`src/hw/adcrm_pkg.sv`:
```
// package for the adc register map and status block
// assumes a single 10 MHz clock domain; no other dependencies
package adcrm_pkg;
  // register select codes
  localparam logic [3:0] SEL_STATUS = 4'h0;
  localparam logic [3:0] SEL_CFG = 4'h1;
  localparam logic [3:0] SEL_GPIO = 4'h2;
  localparam logic [3:0] SEL_GAINCAL = 4'h3;
  localparam logic [3:0] SEL_RESULT = 4'h4;
  localparam logic [3:0] SEL_SYS_OFS = 4'h5;
  localparam logic [3:0] SEL_SYS_GAIN = 4'h6;
  localparam logic [3:0] SEL_SC_OFS = 4'h7;
  localparam logic [3:0] SEL_SC_GAIN = 4'h8;
  localparam logic [3:0] SEL_LAST = 4'h8;
  // reset values
  localparam logic [7:0] RST_STATUS = 8'h00;
  localparam logic [7:0] RST_CFG = 8'h02;
  localparam logic [7:0] RST_GPIO = 8'h0F;
  localparam logic [7:0] RST_GAINCAL = 8'h1E;
  localparam logic [23:0] RST_WIDE = 24'h000000;
  // status field positions
  localparam int ST_CAL_OR = 7;
  localparam int ST_RATE_HI = 6;
  localparam int ST_RATE_LO = 4;
  localparam int ST_OVER = 3;
  localparam int ST_UNDER = 2;
  localparam int ST_BUSY = 1;
  localparam int ST_READY = 0;
  // command byte field positions
  localparam int CMD_MODE = 6;
  localparam int CMD_SEL_HI = 4;
  localparam int CMD_SEL_LO = 1;
  localparam int CMD_WRITE = 0;
  // gpio control fields
  localparam int GPIO_DIR_LO = 4;
  localparam int GPIO_N = 4;
  // saturation of the self-calibration gain coefficient, 1.9999999 in 1.23 format
  localparam logic [23:0] SC_GAIN_MAX = 24'hFFFFFF;
endpackage

```
`src/hw/adcrm_regs.sv`:
```
// register map and status flags of a serial delta-sigma converter
// assumes the serial framer delivers decoded command bytes and data words
// synchronously, and the conversion engine reports events as one-cycle pulses
// the gpio pads sit outside; an output enable bit high means the pad is driven
`timescale 1ns/100ps
`default_nettype none
// Behaviour
// - select codes 0 to 8 pick nine registers
// - widths 8/24; reset values 02,0F,1E, else zero
// - status read-only, writes ignored, reads flags
// - calibration overrange sets status bit 7
// - bits 6..4 hold rate of last result or calibration
// - bit 3 flags clipped high, clears otherwise
// - bit 2 flags clipped low, clears otherwise
// - bit 1 follows modulator busy
// - bit 0 sets on new result
// - read while not busy clears ready only after next start
// - read during conversion clears ready after read
// - primary configuration readable and writable
// - mode bit one means register access
// - gpio direction picks pin input or driven value
module adcrm_regs (
  input wire logic clock_i,
  input wire logic reset_i,
  input wire logic enable_i, // freezes all state when low
  // command byte from the serial framer
  input wire logic cmd_valid_i, // one-cycle strobe with cmd_byte_i
  input wire logic [7:0] cmd_byte_i,
  // write data for a register access, after the command
  input wire logic wr_valid_i, // one-cycle strobe
  input wire logic [23:0] wr_data_i,
  // end of a read transfer (last bit shifted out)
  input wire logic rd_done_i,
  // conversion engine events
  input wire logic conv_start_i, // pulse: conversion or calibration started
  input wire logic [2:0] conv_rate_i, // rate code of the started operation
  input wire logic busy_i, // modulator busy level
  input wire logic result_valid_i, // pulse: new result with result_i
  input wire logic [23:0] result_i,
  input wire logic result_over_i, // result was clipped at maximum
  input wire logic result_under_i, // result was clipped at minimum
  input wire logic cal_done_i, // pulse: calibration finished
  input wire logic cal_overrange_i, // with cal_done_i: system gain overranged
  input wire logic coeff_valid_i, // pulse: engine writes a coefficient
  input wire logic [3:0] coeff_sel_i,
  input wire logic [23:0] coeff_i,
  // gpio pins
  input wire logic [3:0] gpio_in_i,
  output logic [3:0] gpio_out_o,
  output logic [3:0] gpio_oe_o,
  // register read answer
  output logic rd_valid_o, // pulse, one cycle
  output logic [23:0] rd_data_o,
  output logic rd_wide_o, // answer is 24 bits, else 8
  // control fields to the rest of the converter
  output logic [7:0] config_o,
  output logic [7:0] gain_cal_o,
  output logic [7:0] status_o
);
  import adcrm_pkg::*;
  // timing of a register access, counted from the edge that takes the command:
  // a write lands at the edge that takes wr_valid_i and shows one cycle later;
  // a read answer is registered one edge after the command, because the wide
  // words sit behind a registered memory read; the answer then holds until
  // the host ends the transfer with rd_done_i
  // commands that arrive while an access is open are ignored, not queued,
  // which keeps the sequencer to three states at the cost of host discipline

  // access sequencer: gray coded along idle -> wait data -> read
  typedef enum logic [1:0] {
    ADCRM_IDLE = 2'b00,
    ADCRM_WDATA = 2'b01,
    ADCRM_RDATA = 2'b11
  } adcrm_state_t;

  typedef struct packed {
    adcrm_state_t state;
    logic [3:0] sel; // latched register select
    // host-writable control registers
    logic [7:0] config_reg;
    logic [7:0] gpio_reg;
    logic [7:0] gaincal_reg;
    // status flags, read-only to the host
    logic cal_or; // status bit 7
    logic [2:0] rate; // status bits 6..4
    logic over; // status bit 3
    logic under; // status bit 2
    logic busy; // status bit 1
    logic ready; // status bit 0
    // ready-flag bookkeeping and read answer
    logic read_seen; // result read since it was stored
    logic rd_pend; // read answer waits one cycle for memory
    logic rd_valid;
    logic [23:0] rd_data;
    logic rd_wide;
    // registered pin drive
    logic [3:0] gpio_out;
    logic [3:0] gpio_oe;
  } adcrm_regs_t;

  adcrm_regs_t s_reg;
  adcrm_regs_t s_next;

  // wide memory port signals
  logic mem_we;
  logic [2:0] mem_waddr;
  logic [23:0] mem_wdata;
  logic [2:0] mem_raddr;
  logic [23:0] mem_rdata;

  // map a select code to a memory index; only valid for codes 4..8
  // codes C..F alias onto indexes 0..3 and codes 9..B give 5..7, so callers must gate with is_wide
  function automatic logic [2:0] wide_index(input logic [3:0] sel);
    logic [3:0] d;
    d = sel - SEL_RESULT;
    return d[2:0];
  endfunction

  // true for the five 24-bit registers
  function automatic logic is_wide(input logic [3:0] sel);
    return (sel >= SEL_RESULT) && (sel <= SEL_LAST);
  endfunction

  // gpio read view: inputs show the pin, outputs the stored bit
  // the direction nibble reads back as written
  function automatic logic [7:0] gpio_view(input logic [7:0] r, input logic [3:0] pins);
    logic [3:0] dir;
    dir = r[GPIO_DIR_LO +: GPIO_N];
    return {dir, (dir & r[3:0]) | (~dir & pins)};
  endfunction

  // result and coefficients share one registered memory; the engine write
  // wins a collision and the host coefficient write is then dropped
  adcrm_wide_mem #(
    .WIDTH(24),
    .DEPTH(5)
  ) u_mem (
    .clock_i(clock_i),
    .reset_i(reset_i),
    .enable_i(enable_i),
    .wr_en_i(mem_we),
    .wr_addr_i(mem_waddr),
    .wr_data_i(mem_wdata),
    .rd_addr_i(mem_raddr),
    .rd_data_o(mem_rdata)
  );

  // next-state logic for the whole block
  always_comb begin
    logic [23:0] sat;
    sat = '0;
    s_next = s_reg;
    s_next.rd_valid = 1'b0;
    mem_we = 1'b0;
    mem_waddr = '0;
    mem_wdata = '0;

    // engine events other than the ready flag are handled first; a host read below still answers with the registered flags
    // modulator busy follows the engine level
    s_next.busy = busy_i;

    // engine writes: result and calibration coefficients
    if (result_valid_i) begin
      mem_we = 1'b1;
      mem_waddr = wide_index(SEL_RESULT);
      mem_wdata = result_i;
      s_next.over = result_over_i;
      s_next.under = result_under_i;
    end else if (coeff_valid_i && is_wide(coeff_sel_i) && (coeff_sel_i != SEL_RESULT)) begin
      mem_we = 1'b1;
      mem_waddr = wide_index(coeff_sel_i);
      // self-cal gain cannot exceed its maximum code
      sat = coeff_i;
      if ((coeff_sel_i == SEL_SC_GAIN) && (coeff_i > SC_GAIN_MAX)) begin
        sat = SC_GAIN_MAX;
      end
      mem_wdata = sat;
    end

    // rate of the result or calibration now in place
    if (result_valid_i || cal_done_i) begin
      s_next.rate = conv_rate_i;
    end
    if (cal_done_i) begin
      s_next.cal_or = cal_overrange_i;
    end

    // command decode and register accesses
    case (s_reg.state)
      // idle: only a register-access byte opens a transfer
      ADCRM_IDLE: begin
        if (cmd_valid_i && cmd_byte_i[CMD_MODE]) begin
          s_next.sel = cmd_byte_i[CMD_SEL_HI:CMD_SEL_LO];
          if (!cmd_byte_i[CMD_WRITE]) begin
            s_next.state = ADCRM_WDATA;
          end else begin
            s_next.state = ADCRM_RDATA;
            s_next.rd_pend = 1'b1;
          end
        end
      end
      // waiting for the data word of a write
      ADCRM_WDATA: begin
        if (wr_valid_i) begin
          s_next.state = ADCRM_IDLE;
          case (s_reg.sel)
            SEL_STATUS: ;
            SEL_CFG: s_next.config_reg = wr_data_i[7:0];
            SEL_GPIO: s_next.gpio_reg = wr_data_i[7:0];
            SEL_GAINCAL: s_next.gaincal_reg = wr_data_i[7:0];
            SEL_RESULT: ; // result is read-only
            default: begin
              // coefficients; codes 9..F fall through unwritten
              // a host write loses to an engine write in the same cycle
              if (is_wide(s_reg.sel) && !result_valid_i && !coeff_valid_i) begin
                mem_we = 1'b1;
                mem_waddr = wide_index(s_reg.sel);
                mem_wdata = wr_data_i;
              end
            end
          endcase
        end
      end
      // read: answer once, then wait for the host to finish
      ADCRM_RDATA: begin
        // one cycle after the command the memory word is ready
        if (s_reg.rd_pend) begin
          s_next.rd_pend = 1'b0;
          s_next.rd_valid = 1'b1;
          s_next.rd_wide = is_wide(s_reg.sel);
          case (s_reg.sel)
            SEL_STATUS: s_next.rd_data = {16'h0000, status_o};
            SEL_CFG: s_next.rd_data = {16'h0000, s_reg.config_reg};
            SEL_GPIO: s_next.rd_data = {16'h0000, gpio_view(s_reg.gpio_reg, gpio_in_i)};
            SEL_GAINCAL: s_next.rd_data = {16'h0000, s_reg.gaincal_reg};
            default: s_next.rd_data = is_wide(s_reg.sel) ? mem_rdata : 24'h000000;
          endcase
        end else if (rd_done_i) begin
          s_next.state = ADCRM_IDLE;
          if (s_reg.sel == SEL_RESULT) begin
            s_next.read_seen = 1'b1;
            // read during the following conversion clears at once
            if (s_reg.busy) begin
              s_next.ready = 1'b0;
            end
          end
        end
      end
      default: s_next.state = ADCRM_IDLE;
    endcase

    // the memory address follows the select being latched, so a read issued
    // now finds its word in the memory output register one edge later
    mem_raddr = wide_index(s_next.sel);

    // a read that ended while busy has already cleared ready above
    // a start clears ready only if the result was read
    if (conv_start_i && s_next.read_seen) begin
      s_next.ready = 1'b0;
    end
    // new result sets ready; set wins over any clear
    if (result_valid_i) begin
      s_next.ready = 1'b1;
      s_next.read_seen = 1'b0;
    end

    // gpio pins driven from registers
    s_next.gpio_oe = s_next.gpio_reg[GPIO_DIR_LO +: GPIO_N];
    s_next.gpio_out = s_next.gpio_reg[3:0];
  end

  // single state register, constant reset
  always_ff @(posedge clock_i or posedge reset_i) begin
    if (reset_i) begin
      // flags, sequencer and read answer clear;
      // control registers take their power-on values
      s_reg <= '0;
      s_reg.state <= ADCRM_IDLE;
      s_reg.config_reg <= RST_CFG;
      s_reg.gpio_reg <= RST_GPIO;
      s_reg.gaincal_reg <= RST_GAINCAL;
      s_reg.rd_data <= RST_WIDE;
    end else if (enable_i) begin
      // a low enable holds every field, the memory port included
      s_reg <= s_next;
    end
  end

  // outputs straight from flip-flops
  // the status byte is a plain concatenation of flops, so a status read
  // returns status_o as it stood in the cycle before the answer
  always_comb begin
    gpio_out_o = s_reg.gpio_out;
    gpio_oe_o = s_reg.gpio_oe;
    rd_valid_o = s_reg.rd_valid;
    rd_data_o = s_reg.rd_data;
    rd_wide_o = s_reg.rd_wide;
    config_o = s_reg.config_reg;
    gain_cal_o = s_reg.gaincal_reg;
    status_o = {s_reg.cal_or, s_reg.rate, s_reg.over, s_reg.under, s_reg.busy, s_reg.ready};
  end
endmodule
`default_nettype wire

```
`src/hw/adcrm_wide_mem.sv`:
```
// five-word memory for the 24-bit registers (result and coefficients)
// assumes single clock; read data registered, one write port
`timescale 1ns/100ps
`default_nettype none
module adcrm_wide_mem #(
  parameter int WIDTH = 24,
  parameter int DEPTH = 5
) (
  input wire logic clock_i,
  input wire logic reset_i,
  input wire logic enable_i,
  input wire logic wr_en_i,
  input wire logic [2:0] wr_addr_i,
  input wire logic [WIDTH-1:0] wr_data_i,
  input wire logic [2:0] rd_addr_i,
  output logic [WIDTH-1:0] rd_data_o
);
  logic [WIDTH-1:0] mem [DEPTH]; // word storage
  // write and registered read; reset clears all words
  always_ff @(posedge clock_i or posedge reset_i) begin
    if (reset_i) begin
      for (int i = 0; i < DEPTH; i++) begin
        mem[i] <= '0;
      end
      rd_data_o <= '0;
    end else if (enable_i) begin
      if (wr_en_i && (int'(wr_addr_i) < DEPTH)) begin
        mem[wr_addr_i] <= wr_data_i;
      end
      // out-of-range reads give zero
      rd_data_o <= (int'(rd_addr_i) < DEPTH) ? mem[rd_addr_i] : '0;
    end
  end
endmodule
`default_nettype wire

```
`config.mk`:
```
export PLATFORM = sky130hd
export DESIGN_NAME = adcrm_regs
export DESIGN_NICKNAME = d
export VERILOG_FILES = /design/src/hw/adcrm_pkg.sv /design/src/hw/adcrm_regs.sv /design/src/hw/adcrm_wide_mem.sv
export SDC_FILE = /design/constraint.sdc
export NUM_CORES = 1
export LEC_CHECK = 0
export BUFFER_PORTS_ARGS = -buffer_cell sky130_fd_sc_hd__buf_2
export CAP_MARGIN = 5
export CORE_MARGIN = 1.5
export CORE_UTILIZATION = 25
export CTS_CLUSTER_SIZE = 8
export DETAILED_ROUTE_END_ITERATION = 7
export PLACE_DENSITY = 0.52
export SETUP_SLACK_MARGIN = 0.1
export SYNTH_ARGS = -nofsm -noshare
export SYNTH_HDL_FRONTEND = slang
export SYNTH_HIERARCHICAL = 1
export SYNTH_SLANG_ARGS = --single-unit
```
`constraint.sdc`:
```
create_clock -name clock_i -period 4.6 [get_ports clock_i]
set_input_delay 0.46 -clock clock_i [delete_from_list [all_inputs] [get_ports clock_i]]
set_output_delay 0.46 -clock clock_i [all_outputs]
set_load 0.02 [all_outputs]
```
==> results by stage, run 1 <==
Synthesis:
- The count of flip-flops with a built-in enable after synthesis is 0.
- The distinct cell type count of the synthesized netlist is 49.
- After synthesis the netlist holds a flip-flop and latch count of 214.
- The main flop type after synthesis is sky130_fd_sc_hd__dfrtp_1.
- The synthesized instance count is 809.
- For this run, the register share of the synthesized area comes to 0.5186.
- Summing every instance area after synthesis gives 0.01035 mm2.
- For this run, the number of Yosys warnings is 6.
- In this run the mean area of a mapped cell was 12.79 um2.
- Counting every net in the synthesized netlist gives 914.
- The proportion of register bits with asynchronous set or reset after synthesis is 1.000.

Finish:
- The share of final-layout standard cells stronger than drive strength 1 is 0.4372.
- The finished layout holds 1456 standard cells, fillers aside.
- The register area is 0.005366 mm2.
- The register with the most flip-flops in the final layout is u_mem/mem.
- The largest registers in the layout are u_mem/mem x120, rd_data_o x24, u_mem/rd_data_o x24.
- After filler insertion, the fill cell instance count of the layout stands at 4187.
- The number of flip-flops in the largest register is 120.
- The footprint of the multi-input gates is 0.004217 mm2.
- 0 antenna diodes ended up in the layout.
- The area growth from synthesis to layout is 16.26%.
- The post-layout net count is 1017.

STA:
- The setup TNS after final layout is 0 ps.
- The final-report setup violation count is 0.
- The achievable frequency is 313.0 MHz.
- The final hold violation count is 0.
- The share of the clock period used by the worst path is 0.6946.
- For the pin with the worst max-slew slack, the measured transition is 1046 ps.
- The final max-slew violation count is 0.
- Across the routed clock network, the largest skew measured is 15.38 ps.
- The clock period minus worst slack is 3195 ps.
- Setup repair after global routing left no endpoint under its margin.
- Measured against its own limit, the worst slew margin works out to 0.3028.

Critical path:
- STA puts the critical path data required time at 5010 ps.
- The beginning of the worst register-to-register path is s_reg[68].
- The endpoint identified for the worst register-to-register timing path is u_mem/mem[11].
- STA classifies the critical path startpoint as a register.
- Setup slack on the worst reg-to-reg path comes out at 1400 ps.
- STA puts the critical path data arrival time at 3610 ps.
- The path depth of the worst reg2reg path is 9.
- In this run the worst path has a maximum fanout of 27.
- The path type of the worst setup path is register to register.
- The endpoint class of the critical path is a register.
- The most critical setup path has its startpoint at s_reg[68].

Placement:
- At the end of routability-driven placement, the weighted congestion stood at 0.7351.
- The total instance count after detailed placement is 1411.
- Buffers placed on the I/O ports in this run total 160.
- Summed over all nets, the half-perimeter wirelength after detailed placement is 18190 um.

Flow run:
- Max-cap violations in this run came to 0.

Pwr:
- Cell internal power was estimated by the tool at 3907 uW.
- The sequential power share is 0.431.
- The switching power as a share of total power is 0.2956.
- The net switching component of the power is 1640 uW.
- The share of total power dissipated in combinational logic is 0.213.
- After layout, the design draws a total of 5546 uW.
- The share of total power dissipated in the clock network is 0.356.
- The reported leakage power is 0.005809 uW.
- For this design the ratio of total power to cell area is 461.0 mW/mm2.
- The maximum ir drop on the vdd rail is 0.0002491 V.

Floorplanning:
- The floorplan die height is 206.5 um.
- The die outline width is 206.5 um.
- The floorplan has 74 rows.
- The core area is 0.04083 mm2.
- The effective utilization at floorplan is 0.2534.
- During I/O placement, the number of pins put on the boundary was 163.
- The overall die area is 0.04262 mm2.

Global route:
- The via count of the first global-routing pass was 6790.
- The number of antenna violations at the first check in global routing is 1.
- The global-route wire length before repair is 42310 um.
- Entering global routing, the biggest net connects 113 pins.
- The total overflow reported by the global router is 0.
- The overall global routing resource usage is 0.1304.

CTS:
- Clock-pin slew was measured on the worst setup and hold paths at 50 ps.
- The deepest level of the CTS H-tree is 1.
- The clock reaches the later pin of the worst-skew pair after 540 ps.
- The post-CTS setup buffer count is 0.
- TritonCTS built the clock tree.
- The clock sink count is 214.
- The clock passes through at most 3 buffers.
- The tree is rooted in a sky130_fd_sc_hd__clkbuf_16.
- The number of buffers created by CTS is 30.

Drt:
- For this block, the initial DRC count from the detailed router was 335.
- The wire length per cell after detailed routing is 19.07 um.
- The routed layout has 6663 vias.
- The first detailed-routing pass ran for 4 iterations.
- Once detail routing completed, the nets flagged for antenna violations numbered 0.
- In the routed design, unresolved DRC markers number 0.
- In the routed layout, each cell is associated on average with a via count of 4.576.
- The total length of routed wires is 27770 um.

Worst hold path:
- In this run the most critical hold path is launched from conv_rate_i[2].
- The worst hold path was traced through 2 stages.
- The type of the most critical hold path is primary input to register.
- The worst hold path terminates at status_o[6].

Status:
- The run finished with clean final reports.
worst max path at each step:
stage	end	slack, ps	depth (start not counted)
floorplan	u_mem/mem[0]	270	1
global placement	u_mem/mem[11]	1410	9
detailed placement	u_mem/mem[11]	1380	9
CTS	u_mem/mem[11]	1360	9
global route	u_mem/mem[18]	1250	9
finish	u_mem/mem[11]	1400	9
worst max-delay path, cell delays in order (launching register included):
cell and delay [ps]:
sky130_fd_sc_hd__dfrtp_1 570, sky130_fd_sc_hd__nor4b_4 440, sky130_fd_sc_hd__a21oi_2 80, sky130_fd_sc_hd__nor4b_4 210, sky130_fd_sc_hd__buf_4 410, sky130_fd_sc_hd__or3_1 210, sky130_fd_sc_hd__nand3b_2 140, sky130_fd_sc_hd__nor3b_4 210
sky130_fd_sc_hd__buf_4 400, sky130_fd_sc_hd__mux2_2 390
power groups by stage:
stage                     sequential (uW)  combinational [uW]  clock [uW]
after floorplan                      2340                1020           0
after global placement               2410                1180           0
after detailed placement             2420                1200           0
after CTS                            2390                1200        2040
after global routing                 2430                1290        2110
final                                2390                1180        1970
cells in the final DEF (no fill, tap or decap), types with 7 or more instances in the layout:
master                      instances
sky130_fd_sc_hd__a21oi_1            8
sky130_fd_sc_hd__a221o_1           35
sky130_fd_sc_hd__a221o_2           13
sky130_fd_sc_hd__and2_1            25
sky130_fd_sc_hd__buf_2            160
sky130_fd_sc_hd__buf_4             16
sky130_fd_sc_hd__clkbuf_1          13
sky130_fd_sc_hd__clkbuf_16         31
sky130_fd_sc_hd__dfrtp_1          205
sky130_fd_sc_hd__dfstp_2            9
sky130_fd_sc_hd__mux2_2           149
sky130_fd_sc_hd__mux2i_1           64
sky130_fd_sc_hd__nand2_1           49
sky130_fd_sc_hd__nand3_1           22
sky130_fd_sc_hd__nor2_1            17
sky130_fd_sc_hd__o211ai_1           7
sky130_fd_sc_hd__o21ai_0            7
sky130_fd_sc_hd__o22ai_1           24
timing repair:
item                      4_1_cts  5_1_grt
hold buffers                    1        0
gates resized for setup         0        0
hold endpoints to repair        6        0
cell families after synthesis:
kind of cell / share of synthesized area
flip-flops: 0.5186
multiplexers: 0.2371
AO/OA/AOI/OAI: 0.09068
AND/OR/NAND/NOR: 0.07883
buffers and inverters: 0.07484
synth_stat cells (2+ instances only):
| cell type | count | area [um2] |
|---|---|---|
| sky130_fd_sc_hd__mux2i_1 | 64 | 640.6 |
| sky130_fd_sc_hd__o21ai_0 | 7 | 35.03 |
| sky130_fd_sc_hd__buf_6 | 13 | 146.4 |
| sky130_fd_sc_hd__buf_1 | 2 | 7.510 |
| sky130_fd_sc_hd__nor2_1 | 18 | 67.56 |
| sky130_fd_sc_hd__nand3b_2 | 2 | 22.52 |
| sky130_fd_sc_hd__o211ai_1 | 7 | 52.55 |
| sky130_fd_sc_hd__a221oi_1 | 3 | 26.28 |
| sky130_fd_sc_hd__a31oi_1 | 6 | 37.54 |
| sky130_fd_sc_hd__inv_1 | 5 | 18.77 |
| sky130_fd_sc_hd__or2_2 | 2 | 12.51 |
| sky130_fd_sc_hd__and2_1 | 25 | 156.4 |
| sky130_fd_sc_hd__a2bb2oi_1 | 4 | 35.03 |
| sky130_fd_sc_hd__mux2_2 | 149 | 1678 |
| sky130_fd_sc_hd__nand2_1 | 49 | 183.9 |
| sky130_fd_sc_hd__dfrtp_1 | 205 | 5130 |
| sky130_fd_sc_hd__nor3_2 | 2 | 20.02 |
| sky130_fd_sc_hd__buf_2 | 16 | 80.08 |
| sky130_fd_sc_hd__mux2_1 | 2 | 22.52 |
| sky130_fd_sc_hd__a221o_2 | 13 | 146.4 |
| sky130_fd_sc_hd__mux2_4 | 6 | 90.09 |
| sky130_fd_sc_hd__nor2b_1 | 3 | 18.77 |
| sky130_fd_sc_hd__and2b_1 | 2 | 15.01 |
| sky130_fd_sc_hd__a221o_1 | 35 | 350.3 |
| sky130_fd_sc_hd__nor4b_4 | 3 | 71.32 |
| sky130_fd_sc_hd__buf_4 | 63 | 473.0 |
| sky130_fd_sc_hd__clkbuf_1 | 12 | 45.04 |
| sky130_fd_sc_hd__dfstp_2 | 9 | 236.5 |
| sky130_fd_sc_hd__nor2_2 | 3 | 18.77 |
| sky130_fd_sc_hd__o22ai_1 | 24 | 150.1 |
| sky130_fd_sc_hd__nand3_1 | 22 | 110.1 |
| sky130_fd_sc_hd__a21oi_1 | 8 | 40.04 |
| sky130_fd_sc_hd__nand2b_1 | 6 | 37.54 |
| sky130_fd_sc_hd__a22o_1 | 2 | 17.52 |
| sky130_fd_sc_hd__nand4_1 | 2 | 12.51 |
| sky130_fd_sc_hd__or3_1 | 2 | 12.51 |
stage by stage:
stage | hold WS (ps) | setup WS (ps) | utilization | area, um2
2_1_floorplan | 440.0 | 273.7 | - | 10350
3_3_place_gp | 390.8 | 1415 | 0.2742 | 11200
3_5_place_dp | 399.3 | 1385 | 0.2742 | 11200
4_1_cts | 129.4 | 1359 | 0.2947 | 12030
5_1_grt | 132.8 | 1247 | 0.2947 | 12030
6_report | 152.3 | 1405 | 0.2947 | 12030
layer usage:
metal  vias up  global-route usage  share of wire  wire [um]
met4         0             0.03157          0.015        416
met1      3386              0.1801           0.47      12950
met2       147              0.2150           0.48      13190
li1       3099                   -              -          -
met3        31             0.01719          0.044       1212
met5         -                   0              0          0
area by class of cell:
type,count,share of cell area
Timing Repair Buffer,177,0.07737
Tap cell,532,0.05532
Sequential cell,214,0.4460
Multi-Input combinational cell,483,0.3505
Inverter,6,0.002288
Clock buffer,44,0.06853
(Power assumes the default switching activity.)
==> run 2, diff against run 1 <==
- PLACE_DENSITY: 0.52 -> 0.53
- clock period: 4.6 -> 2.61 ns (I/O delays scaled with it)
==> run 2 against run 1 <==
Compared with the run above: register-to-register slack got worse by 1300 ps; largest cell class unchanged; clock power is 75% higher; total power increased by 79%; clock skew rose by 6.3 ps; highest routed layer unchanged; utilization is 1.7 points higher; via count is 3.2% higher; non-clock buffer count grew 37; die area unchanged; global-route usage rose by 0.25 points.
==> results by stage, run 2 (synthesis gave the netlist of run 1 again) <==
Status:
- Status: complete, no violations (unchanged).

STA:
- The final hold violation count is 0 (unchanged).
- The final-report setup violation count is 0 (unchanged).
- The slew at the pin closest to its max-slew limit was 869.4 ps (was 1046 ps).
- The clock period minus worst slack is 2512 ps (was 3195 ps).
- The share of the clock period used by the worst path is 0.9624 (was 0.6946).
- The headroom to the max-slew limit is 0.4192 (was 0.3028).
- The setup TNS after final layout is 0 ps (unchanged).
- The final max-slew violation count is 0 (unchanged).
- The achievable frequency is 398.1 MHz (was 313.0 MHz).
- Unrepaired setup endpoints after global routing: true (was false).
- The worst clock skew on the final layout was 21.66 ps (was 15.38 ps).

Floorplanning:
- The effective utilization at floorplan is 0.2534 (unchanged).
- The die outline width is 206.5 um (unchanged).
- The I/O pin count came to 163 (unchanged).
- The core area is 0.04083 mm2 (unchanged).
- The number of rows in the core area came to 74 (unchanged).
- The overall die area is 0.04262 mm2 (unchanged).
- The floorplan die height was 206.5 um (unchanged).

Critical path:
- The data arrival time of the critical path is 2930 ps (was 3610 ps).
- The maximum fanout along the worst path is 6 (was 27).
- The path type of the worst setup path is register to register (unchanged).
- The required arrival time at the worst endpoint was 3030 ps (was 5010 ps).
- The startpoint type of the worst setup path is a register (unchanged).
- The endpoint class of the critical path is a register (unchanged).

Drt:
- The total DRC errors in the routed layout is 0 (unchanged).
- The total length of routed wires is 29470 um (was 27770 um).
- The wire length per cell after detailed routing is 19.74 um (was 19.07 um).
- The length of the first detailed-routing pass in iterations is 4 (unchanged).
- The iteration-0 DRC count of the detailed router is 296 (was 335).
- The vias after detailed routing came to 6874 (was 6663).
- The via count normalized by instance count is 4.604 (was 4.576).
- The remaining antenna violation count after routing is 0 (unchanged).

Global route:
- The number of antenna violations at the first check in global routing is 0 (was 1).
- The global-route wire length before repair came to 42900 um (was 42310 um).
- The via count of the first global-routing pass is 6860 (was 6790).
- The total overflow reported by the global router is 0 (unchanged).
- The overall global routing resource usage is 0.1329 (was 0.1304).
- The pin count of the biggest net entering global routing was 61 (was 113).

Worst hold path:
- The type of the most critical hold path is primary input to register (unchanged).

Finish:
- The post-layout net count is 1054 (was 1017).
- The register with the most flip-flops is u_mem/mem (unchanged).
- The final instance area came to 0.01274 mm2 (was 0.01203 mm2).
- The area growth from synthesis to layout was 23.13% (was 16.26%).
- The number of flip-flops in the largest register is 120 (unchanged).
- The count of filler cells inserted in the layout is 4119 (was 4187).
- The share of final-layout standard cells stronger than drive strength 1 is 0.4594 (was 0.4372).
- The number of non-filler instances in the completed layout came to 1493 (was 1456).
- The final standard cell utilization of the core is 0.3121 (was 0.2947).
- Top flop regs: u_mem/mem x120, rd_data_o x24, u_mem/rd_data_o x24 (unchanged).
- Most used cells in the layout excluding fill and tap cells: 203 x sky130_fd_sc_hd__dfrtp_1, 160 x sky130_fd_sc_hd__buf_2, 133 x sky130_fd_sc_hd__mux2_2 (was 205 x sky130_fd_sc_hd__dfrtp_1, 160 x sky130_fd_sc_hd__buf_2, 149 x sky130_fd_sc_hd__mux2_2).
- The most common cell after layout, fill and taps aside is sky130_fd_sc_hd__dfrtp_1 (unchanged).

CTS:
- The TritonCTS clock tree is built (unchanged).
- The clock-pin slew on the worst setup and hold paths is 50 ps (about the same).
- The clock sink count was 214 (unchanged).
- The deepest level of the CTS H-tree is 1 (unchanged).
- The clock insertion delay at the later pin of the skew report is 550 ps (was 540 ps).
- The clock tree root driver cell was sky130_fd_sc_hd__clkbuf_16 (unchanged).
- The number of buffers on the longest clock path is 3 (unchanged).
- The number of buffers created by CTS is 30 (unchanged).

Placement:
- The cell area after placement came to 0.01146 mm2 (was 0.01120 mm2).
- The detailed-placement wirelength estimate is 19060 um (was 18190 um).
- The number of port buffers came to 160 (unchanged).
- The final weighted congestion of routability-driven global placement came to 0.7427 (was 0.7351).
- The total instance count after detailed placement is 1422 (was 1411).

Pwr:
- The power per standard cell area is 778.8 mW/mm2 (was 461.0 mW/mm2).
- The reported leakage power is 0.006180 uW (was 0.005809 uW).
- The maximum ir drop on the vdd rail is 0.0003947 V (was 0.0002491 V).

Flow run:
- The max-capacitance violation count is 0 (unchanged).
-- run 2: path summary, 6_finish.rpt --
check	from	to	slack [ps]	cells after the start
setup reg to reg	s_reg[69]	u_mem/mem[5]	100	9
min in group asynchronous	reset_i	rd_data_o[11]	220	3
hold reg to reg	rd_data_o[8]	rd_data_o[8]	460	2
max in group asynchronous	reset_i	u_mem/mem[48]	1400	4
hold / removal	wr_data_i[4]	s_reg[56]	60	2
setup / recovery	s_reg[69]	u_mem/mem[5]	100	9
-- run 2: layout make-up --
cell class	instances	area [um2]	area share
diodes	1	2.502	0.0001964
repair buffers	214	1520	0.1193
clock buffers	42	795.8	0.06245
well taps	532	665.6	0.05224
multi-input cells	483	4347	0.3411
clock inverters	1	16.27	0.001277
inverters	6	26.28	0.002062
flip-flops and latches	214	5369	0.4213
-- run 2: timing repair --
action | in CTS | in global routing
hold endpoints to repair | 53 | 0
gates cloned | 1 | 8
buffers inserted | 0 | 5
resized for setup | 4 | 27
hold buffers | 13 | 0
pin swaps | 0 | 4
setup endpoints to repair | 1 | 88
-- run 2: layer usage --
layer | track usage | part of all wire
met2 | 0.2219 | 0.48
met5 | 0 | 0
met1 | 0.1828 | 0.47
met3 | 0.01545 | 0.038
met4 | 0.03131 | 0.013
-- run 2: power breakdown --
part | leakage, uW | switching (uW) | total, uW | internal (uW)
clock | 0.000391 | 1380 | 3450 | 2070
sequential | 0.00284 | 375 | 4220 | 3840
combinational | 0.00295 | 1220 | 2260 | 1040
-- run 2: critical path: stages, from the launching register on --
cell                        delay, ps
sky130_fd_sc_hd__dfrtp_2          440
sky130_fd_sc_hd__nor4b_4          320
sky130_fd_sc_hd__a21oi_2           80
sky130_fd_sc_hd__nor4b_4          360
sky130_fd_sc_hd__or3_4            210
sky130_fd_sc_hd__nand3b_4         120
sky130_fd_sc_hd__nor3b_4          210
sky130_fd_sc_hd__buf_4            180
sky130_fd_sc_hd__clkbuf_16        160
sky130_fd_sc_hd__mux2_2           320
-- run 2: per-stage QoR --
| stage | setup WS, ps | hold slack, ps | total power, uW |
|---|---|---|---|
| 3_3_place_gp | 138.3 | 244.3 | 6421 |
| 4_1_cts | 111.1 | 31.37 | 9984 |
| 6_report | 98.20 | 55.18 | 9924 |
| 3_5_place_dp | 109.7 | 255.0 | 6466 |
| 5_1_grt | 28.73 | 38.82 | 10420 |
| 2_1_floorplan | 31.80 | 395.7 | 5912 |
==> run 3, diff against run 2 <==
- CORE_UTILIZATION: 25 -> 52
- PLACE_DENSITY: 0.53 -> 0.87
==> run 3 against run 2 <==
Compared with the run above: via count grew 6.4%; first-iteration DRC count grew 59%; routed wire length shrank 10%; count of clock-buffer cells in the layout shrank 1; critical path depth is the same; sequential cell count is the same; global-route usage grew 12 points; clock power is essentially flat; register-to-register slack lost 30 ps.
==> results by stage, run 3 (synthesis gave the netlist of run 1 again) <==
Global route:
- The pin count of the biggest net entering global routing is 71 (was 61).
- The global-route wire length before repair came to 40520 um (was 42900 um).
- The via count of the first global-routing pass is 7504 (was 6860).
- The overall global routing resource usage is 0.2521 (was 0.1329).
- The total overflow reported by the global router came to 0 (unchanged).
- The number of antenna violations at the first check in global routing is 0 (unchanged).

CTS:
- The clock insertion delay at the later pin of the skew report is 540 ps (was 550 ps).
- The clock tree root driver cell is sky130_fd_sc_hd__clkbuf_16 (unchanged).
- The clock sink count came to 214 (unchanged).
- The deepest level of the CTS H-tree was 1 (unchanged).
- The number of buffers created by CTS was 30 (unchanged).
- The number of buffers on the longest clock path is 3 (unchanged).
- The TritonCTS clock tree is built (unchanged).
- The clock-pin slew on the worst setup and hold paths was 50 ps (about the same).

STA:
- The slack of the critical path is 64.02 ps (was 98.20 ps).
- The worst clock skew on the final layout is 9.812 ps (was 21.66 ps).
- The final hold violation count is 0 (unchanged).
- The final-report setup violation count was 0 (unchanged).
- The setup TNS after final layout is 0 ps (unchanged).
- The worst hold-check slack is 29.35 ps (was 55.18 ps).
- The share of the clock period used by the worst path is 0.9755 (was 0.9624).
- The achievable frequency was 392.8 MHz (was 398.1 MHz).
- The clock period minus worst slack is 2546 ps (was 2512 ps).
- The headroom to the max-slew limit is 0.5610 (was 0.4192).
- The final max-slew violation count came to 0 (unchanged).
- The slew at the pin closest to its max-slew limit is 657.1 ps (was 869.4 ps).
- Unrepaired setup endpoints after global routing: true (unchanged).

Critical path:
- Cells traversed along the worst timing path: and2b_2, a21oi_2, nor4b_4, or3_4, nand3b_4, nor3b_4, buf_4, buf_6, mux2_2 (was nor4b_4, a21oi_2, nor4b_4, or3_4, nand3b_4, nor3b_4, buf_4, clkbuf_16, mux2_2).
- The data arrival time of the critical path is 2960 ps (was 2930 ps).
- The register-to-register setup slack was 60 ps (was 100 ps).
- The endpoint class of the critical path was a register (unchanged).
- The path depth of the worst reg2reg path is 9 (unchanged).
- The maximum fanout along the worst path is 5 (was 6).
- The family with the most delay on the worst path is simple AND/OR/NAND/NOR gates (unchanged).
- The beginning of the worst register-to-register path is s_reg[71] (was s_reg[69]).
- The largest stage delay on the critical path came to 440 ps (about the same).
- The endpoint of the lowest-slack register-to-register path was u_mem/mem[3] (was u_mem/mem[5]).
- The critical-path cell with the highest stage delay is sky130_fd_sc_hd__dfrtp_1 (was sky130_fd_sc_hd__dfrtp_2).
- The count of buffer and inverter cells on the critical path was 2 (unchanged).
- The required arrival time at the worst endpoint came to 3030 ps (about the same).
- The path type of the worst setup path was register to register (unchanged).
- The startpoint type of the worst setup path is a register (unchanged).

Worst hold path:
- The launch instance of the worst min-delay path is wr_data_i[4] (unchanged).
- The hold-critical path endpoint is gain_cal_o[4] (was s_reg[56]).
- The type of the most critical hold path is primary input to register (unchanged).
- The hold-critical path depth came to 2 (unchanged).

Pwr:
- The proportion of power drawn by combinational gates is 0.229 (was 0.227).
- The proportion of power drawn by the clock network is 0.344 (was 0.348).
- The net switching component of the power is 2940 uW (was 2975 uW).
- The power per standard cell area is 806.8 mW/mm2 (was 778.8 mW/mm2).
- The internal portion of total power came to 6984 uW (was 6949 uW).
- The maximum ir drop on the vdd rail is 0.0004845 V (was 0.0003947 V).
- The reported leakage power is 0.006105 uW (was 0.006180 uW).
- The switching power as a share of total power is 0.2963 (was 0.2998).
- The sequential power share is 0.427 (was 0.425).

Finish:
- Top flop regs: u_mem/mem x120, rd_data_o x24, u_mem/rd_data_o x24 (unchanged).
- The number of flip-flops in the largest register is 120 (unchanged).
- The post-layout net count is 1059 (was 1054).
- The most common cell after layout, fill and taps aside was sky130_fd_sc_hd__dfrtp_1 (unchanged).
- The register with the most flip-flops was u_mem/mem (unchanged).
- The area growth from synthesis to layout was 18.85% (was 23.13%).
- The share of final-layout standard cells stronger than drive strength 1 is 0.4637 (was 0.4594).
- The final antenna diode count is 0 (was 1).
- Most used cells in the layout excluding fill and tap cells: 203 x sky130_fd_sc_hd__dfrtp_1, 160 x sky130_fd_sc_hd__buf_2, 133 x sky130_fd_sc_hd__mux2_2 (unchanged).

Floorplanning:
- The core area is 0.01946 mm2 (was 0.04083 mm2).
- The effective utilization at floorplan is 0.5317 (was 0.2534).
- The overall die area is 0.02076 mm2 (was 0.04262 mm2).
- The floorplan die height is 144.1 um (was 206.5 um).
- The I/O pin count is 163 (unchanged).
- The die outline width is 144.1 um (was 206.5 um).
- The number of rows in the core area is 51 (was 74).

Status:
- Status: complete, no violations (unchanged).

Placement:
- The final weighted congestion of routability-driven global placement was 0.8327 (was 0.7427).
- The worst slack after detailed placement came to 98.82 ps (was 109.7 ps).
- The detailed-placement wirelength estimate is 16600 um (was 19060 um).
- The number of port buffers was 160 (unchanged).

Drt:
- The remaining antenna violation count after routing is 0 (unchanged).
- The wire length per cell after detailed routing is 21.58 um (was 19.74 um).
- The via count normalized by instance count is 5.950 (was 4.604).
- The vias after detailed routing is 7313 (was 6874).
- The total length of routed wires is 26530 um (was 29470 um).
- The length of the first detailed-routing pass in iterations is 5 (was 4).
- The iteration-0 DRC count of the detailed router is 472 (was 296).
- The total DRC errors in the routed layout is 0 (unchanged).

Flow run:
- The max-capacitance violation count is 0 (unchanged).
run 3: cell count changes in the layout (fill, tap and decap cells not counted), sizes merged:
cell,delta
buf,+11
dlygate4sd3,-1
diode,-1
clkbuf,-6
run 3: routing by layer:
layer	part of all wire	GRT usage
met5	0	0
met4	0.034	0.1182
met3	0.068	0.04404
met2	0.49	0.4158
met1	0.41	0.3239
run 3: area by class of cell:
cell class                      count  area (um2)
Clock buffer                       41       802.0
Clock inverter                      1       16.27
Fill cell                        1362        7163
Inverter                            6       26.28
Multi-Input combinational cell    483        4334
Sequential cell                   214        5369
Tap cell                          265       331.6
Timing Repair Buffer              219        1420
run 3: how the worst max path moves through the flow:
stage                     startpoint        endpoint  slack (ps)  cells after the start
after floorplan            s_reg[69]  u_mem/mem[104]          30                     11
after global placement     s_reg[68]  u_mem/mem[108]         200                      8
after detailed placement   s_reg[68]   u_mem/mem[78]         100                      8
after CTS                  s_reg[68]    u_mem/mem[9]          80                      9
after global routing       s_reg[68]    u_mem/mem[2]         -30                      9
final                      s_reg[71]    u_mem/mem[3]          60                      9
run 3: repair_timing:
action / in CTS / in global routing
pin swaps: 4 / 3
hold endpoints to repair: 97 / 0
gates resized for setup: 9 / 25
hold buffers: 12 / 0
cloned: 1 / 0
buffers inserted: 9 / 2
endpoints found under the setup margin: 58 / 124
run 3: stage by stage:
step	utilization	instance area [um2]	std cells	power, uW
after detailed placement	0.5720	11130	1163	6374
after global placement	0.5720	11130	1163	6275
after CTS	0.6265	12190	1227	9860
final	0.6320	12300	1229	9924
after floorplan	-	10400	809	5912
after global routing	0.6320	12300	1229	10300
run 3: power by group through the flow:
stage / Sequential, uW / Clock [uW] / Combinational [uW]
floorplan: 4120 / 0 / 1800
detailed placement: 4250 / 0 / 2120
CTS: 4210 / 3450 / 2200
global placement: 4220 / 0 / 2060
finish: 4240 / 3420 / 2270
global route: 4280 / 3600 / 2420
run 3: worst register-to-register path: stages, from the launching register on:
cell	delay (ps)
sky130_fd_sc_hd__dfrtp_1	440
sky130_fd_sc_hd__and2b_2	290
sky130_fd_sc_hd__a21oi_2	80
sky130_fd_sc_hd__nor4b_4	330
sky130_fd_sc_hd__or3_4	220
sky130_fd_sc_hd__nand3b_4	110
sky130_fd_sc_hd__nor3b_4	300
sky130_fd_sc_hd__buf_4	180
sky130_fd_sc_hd__buf_6	130
sky130_fd_sc_hd__mux2_2	340
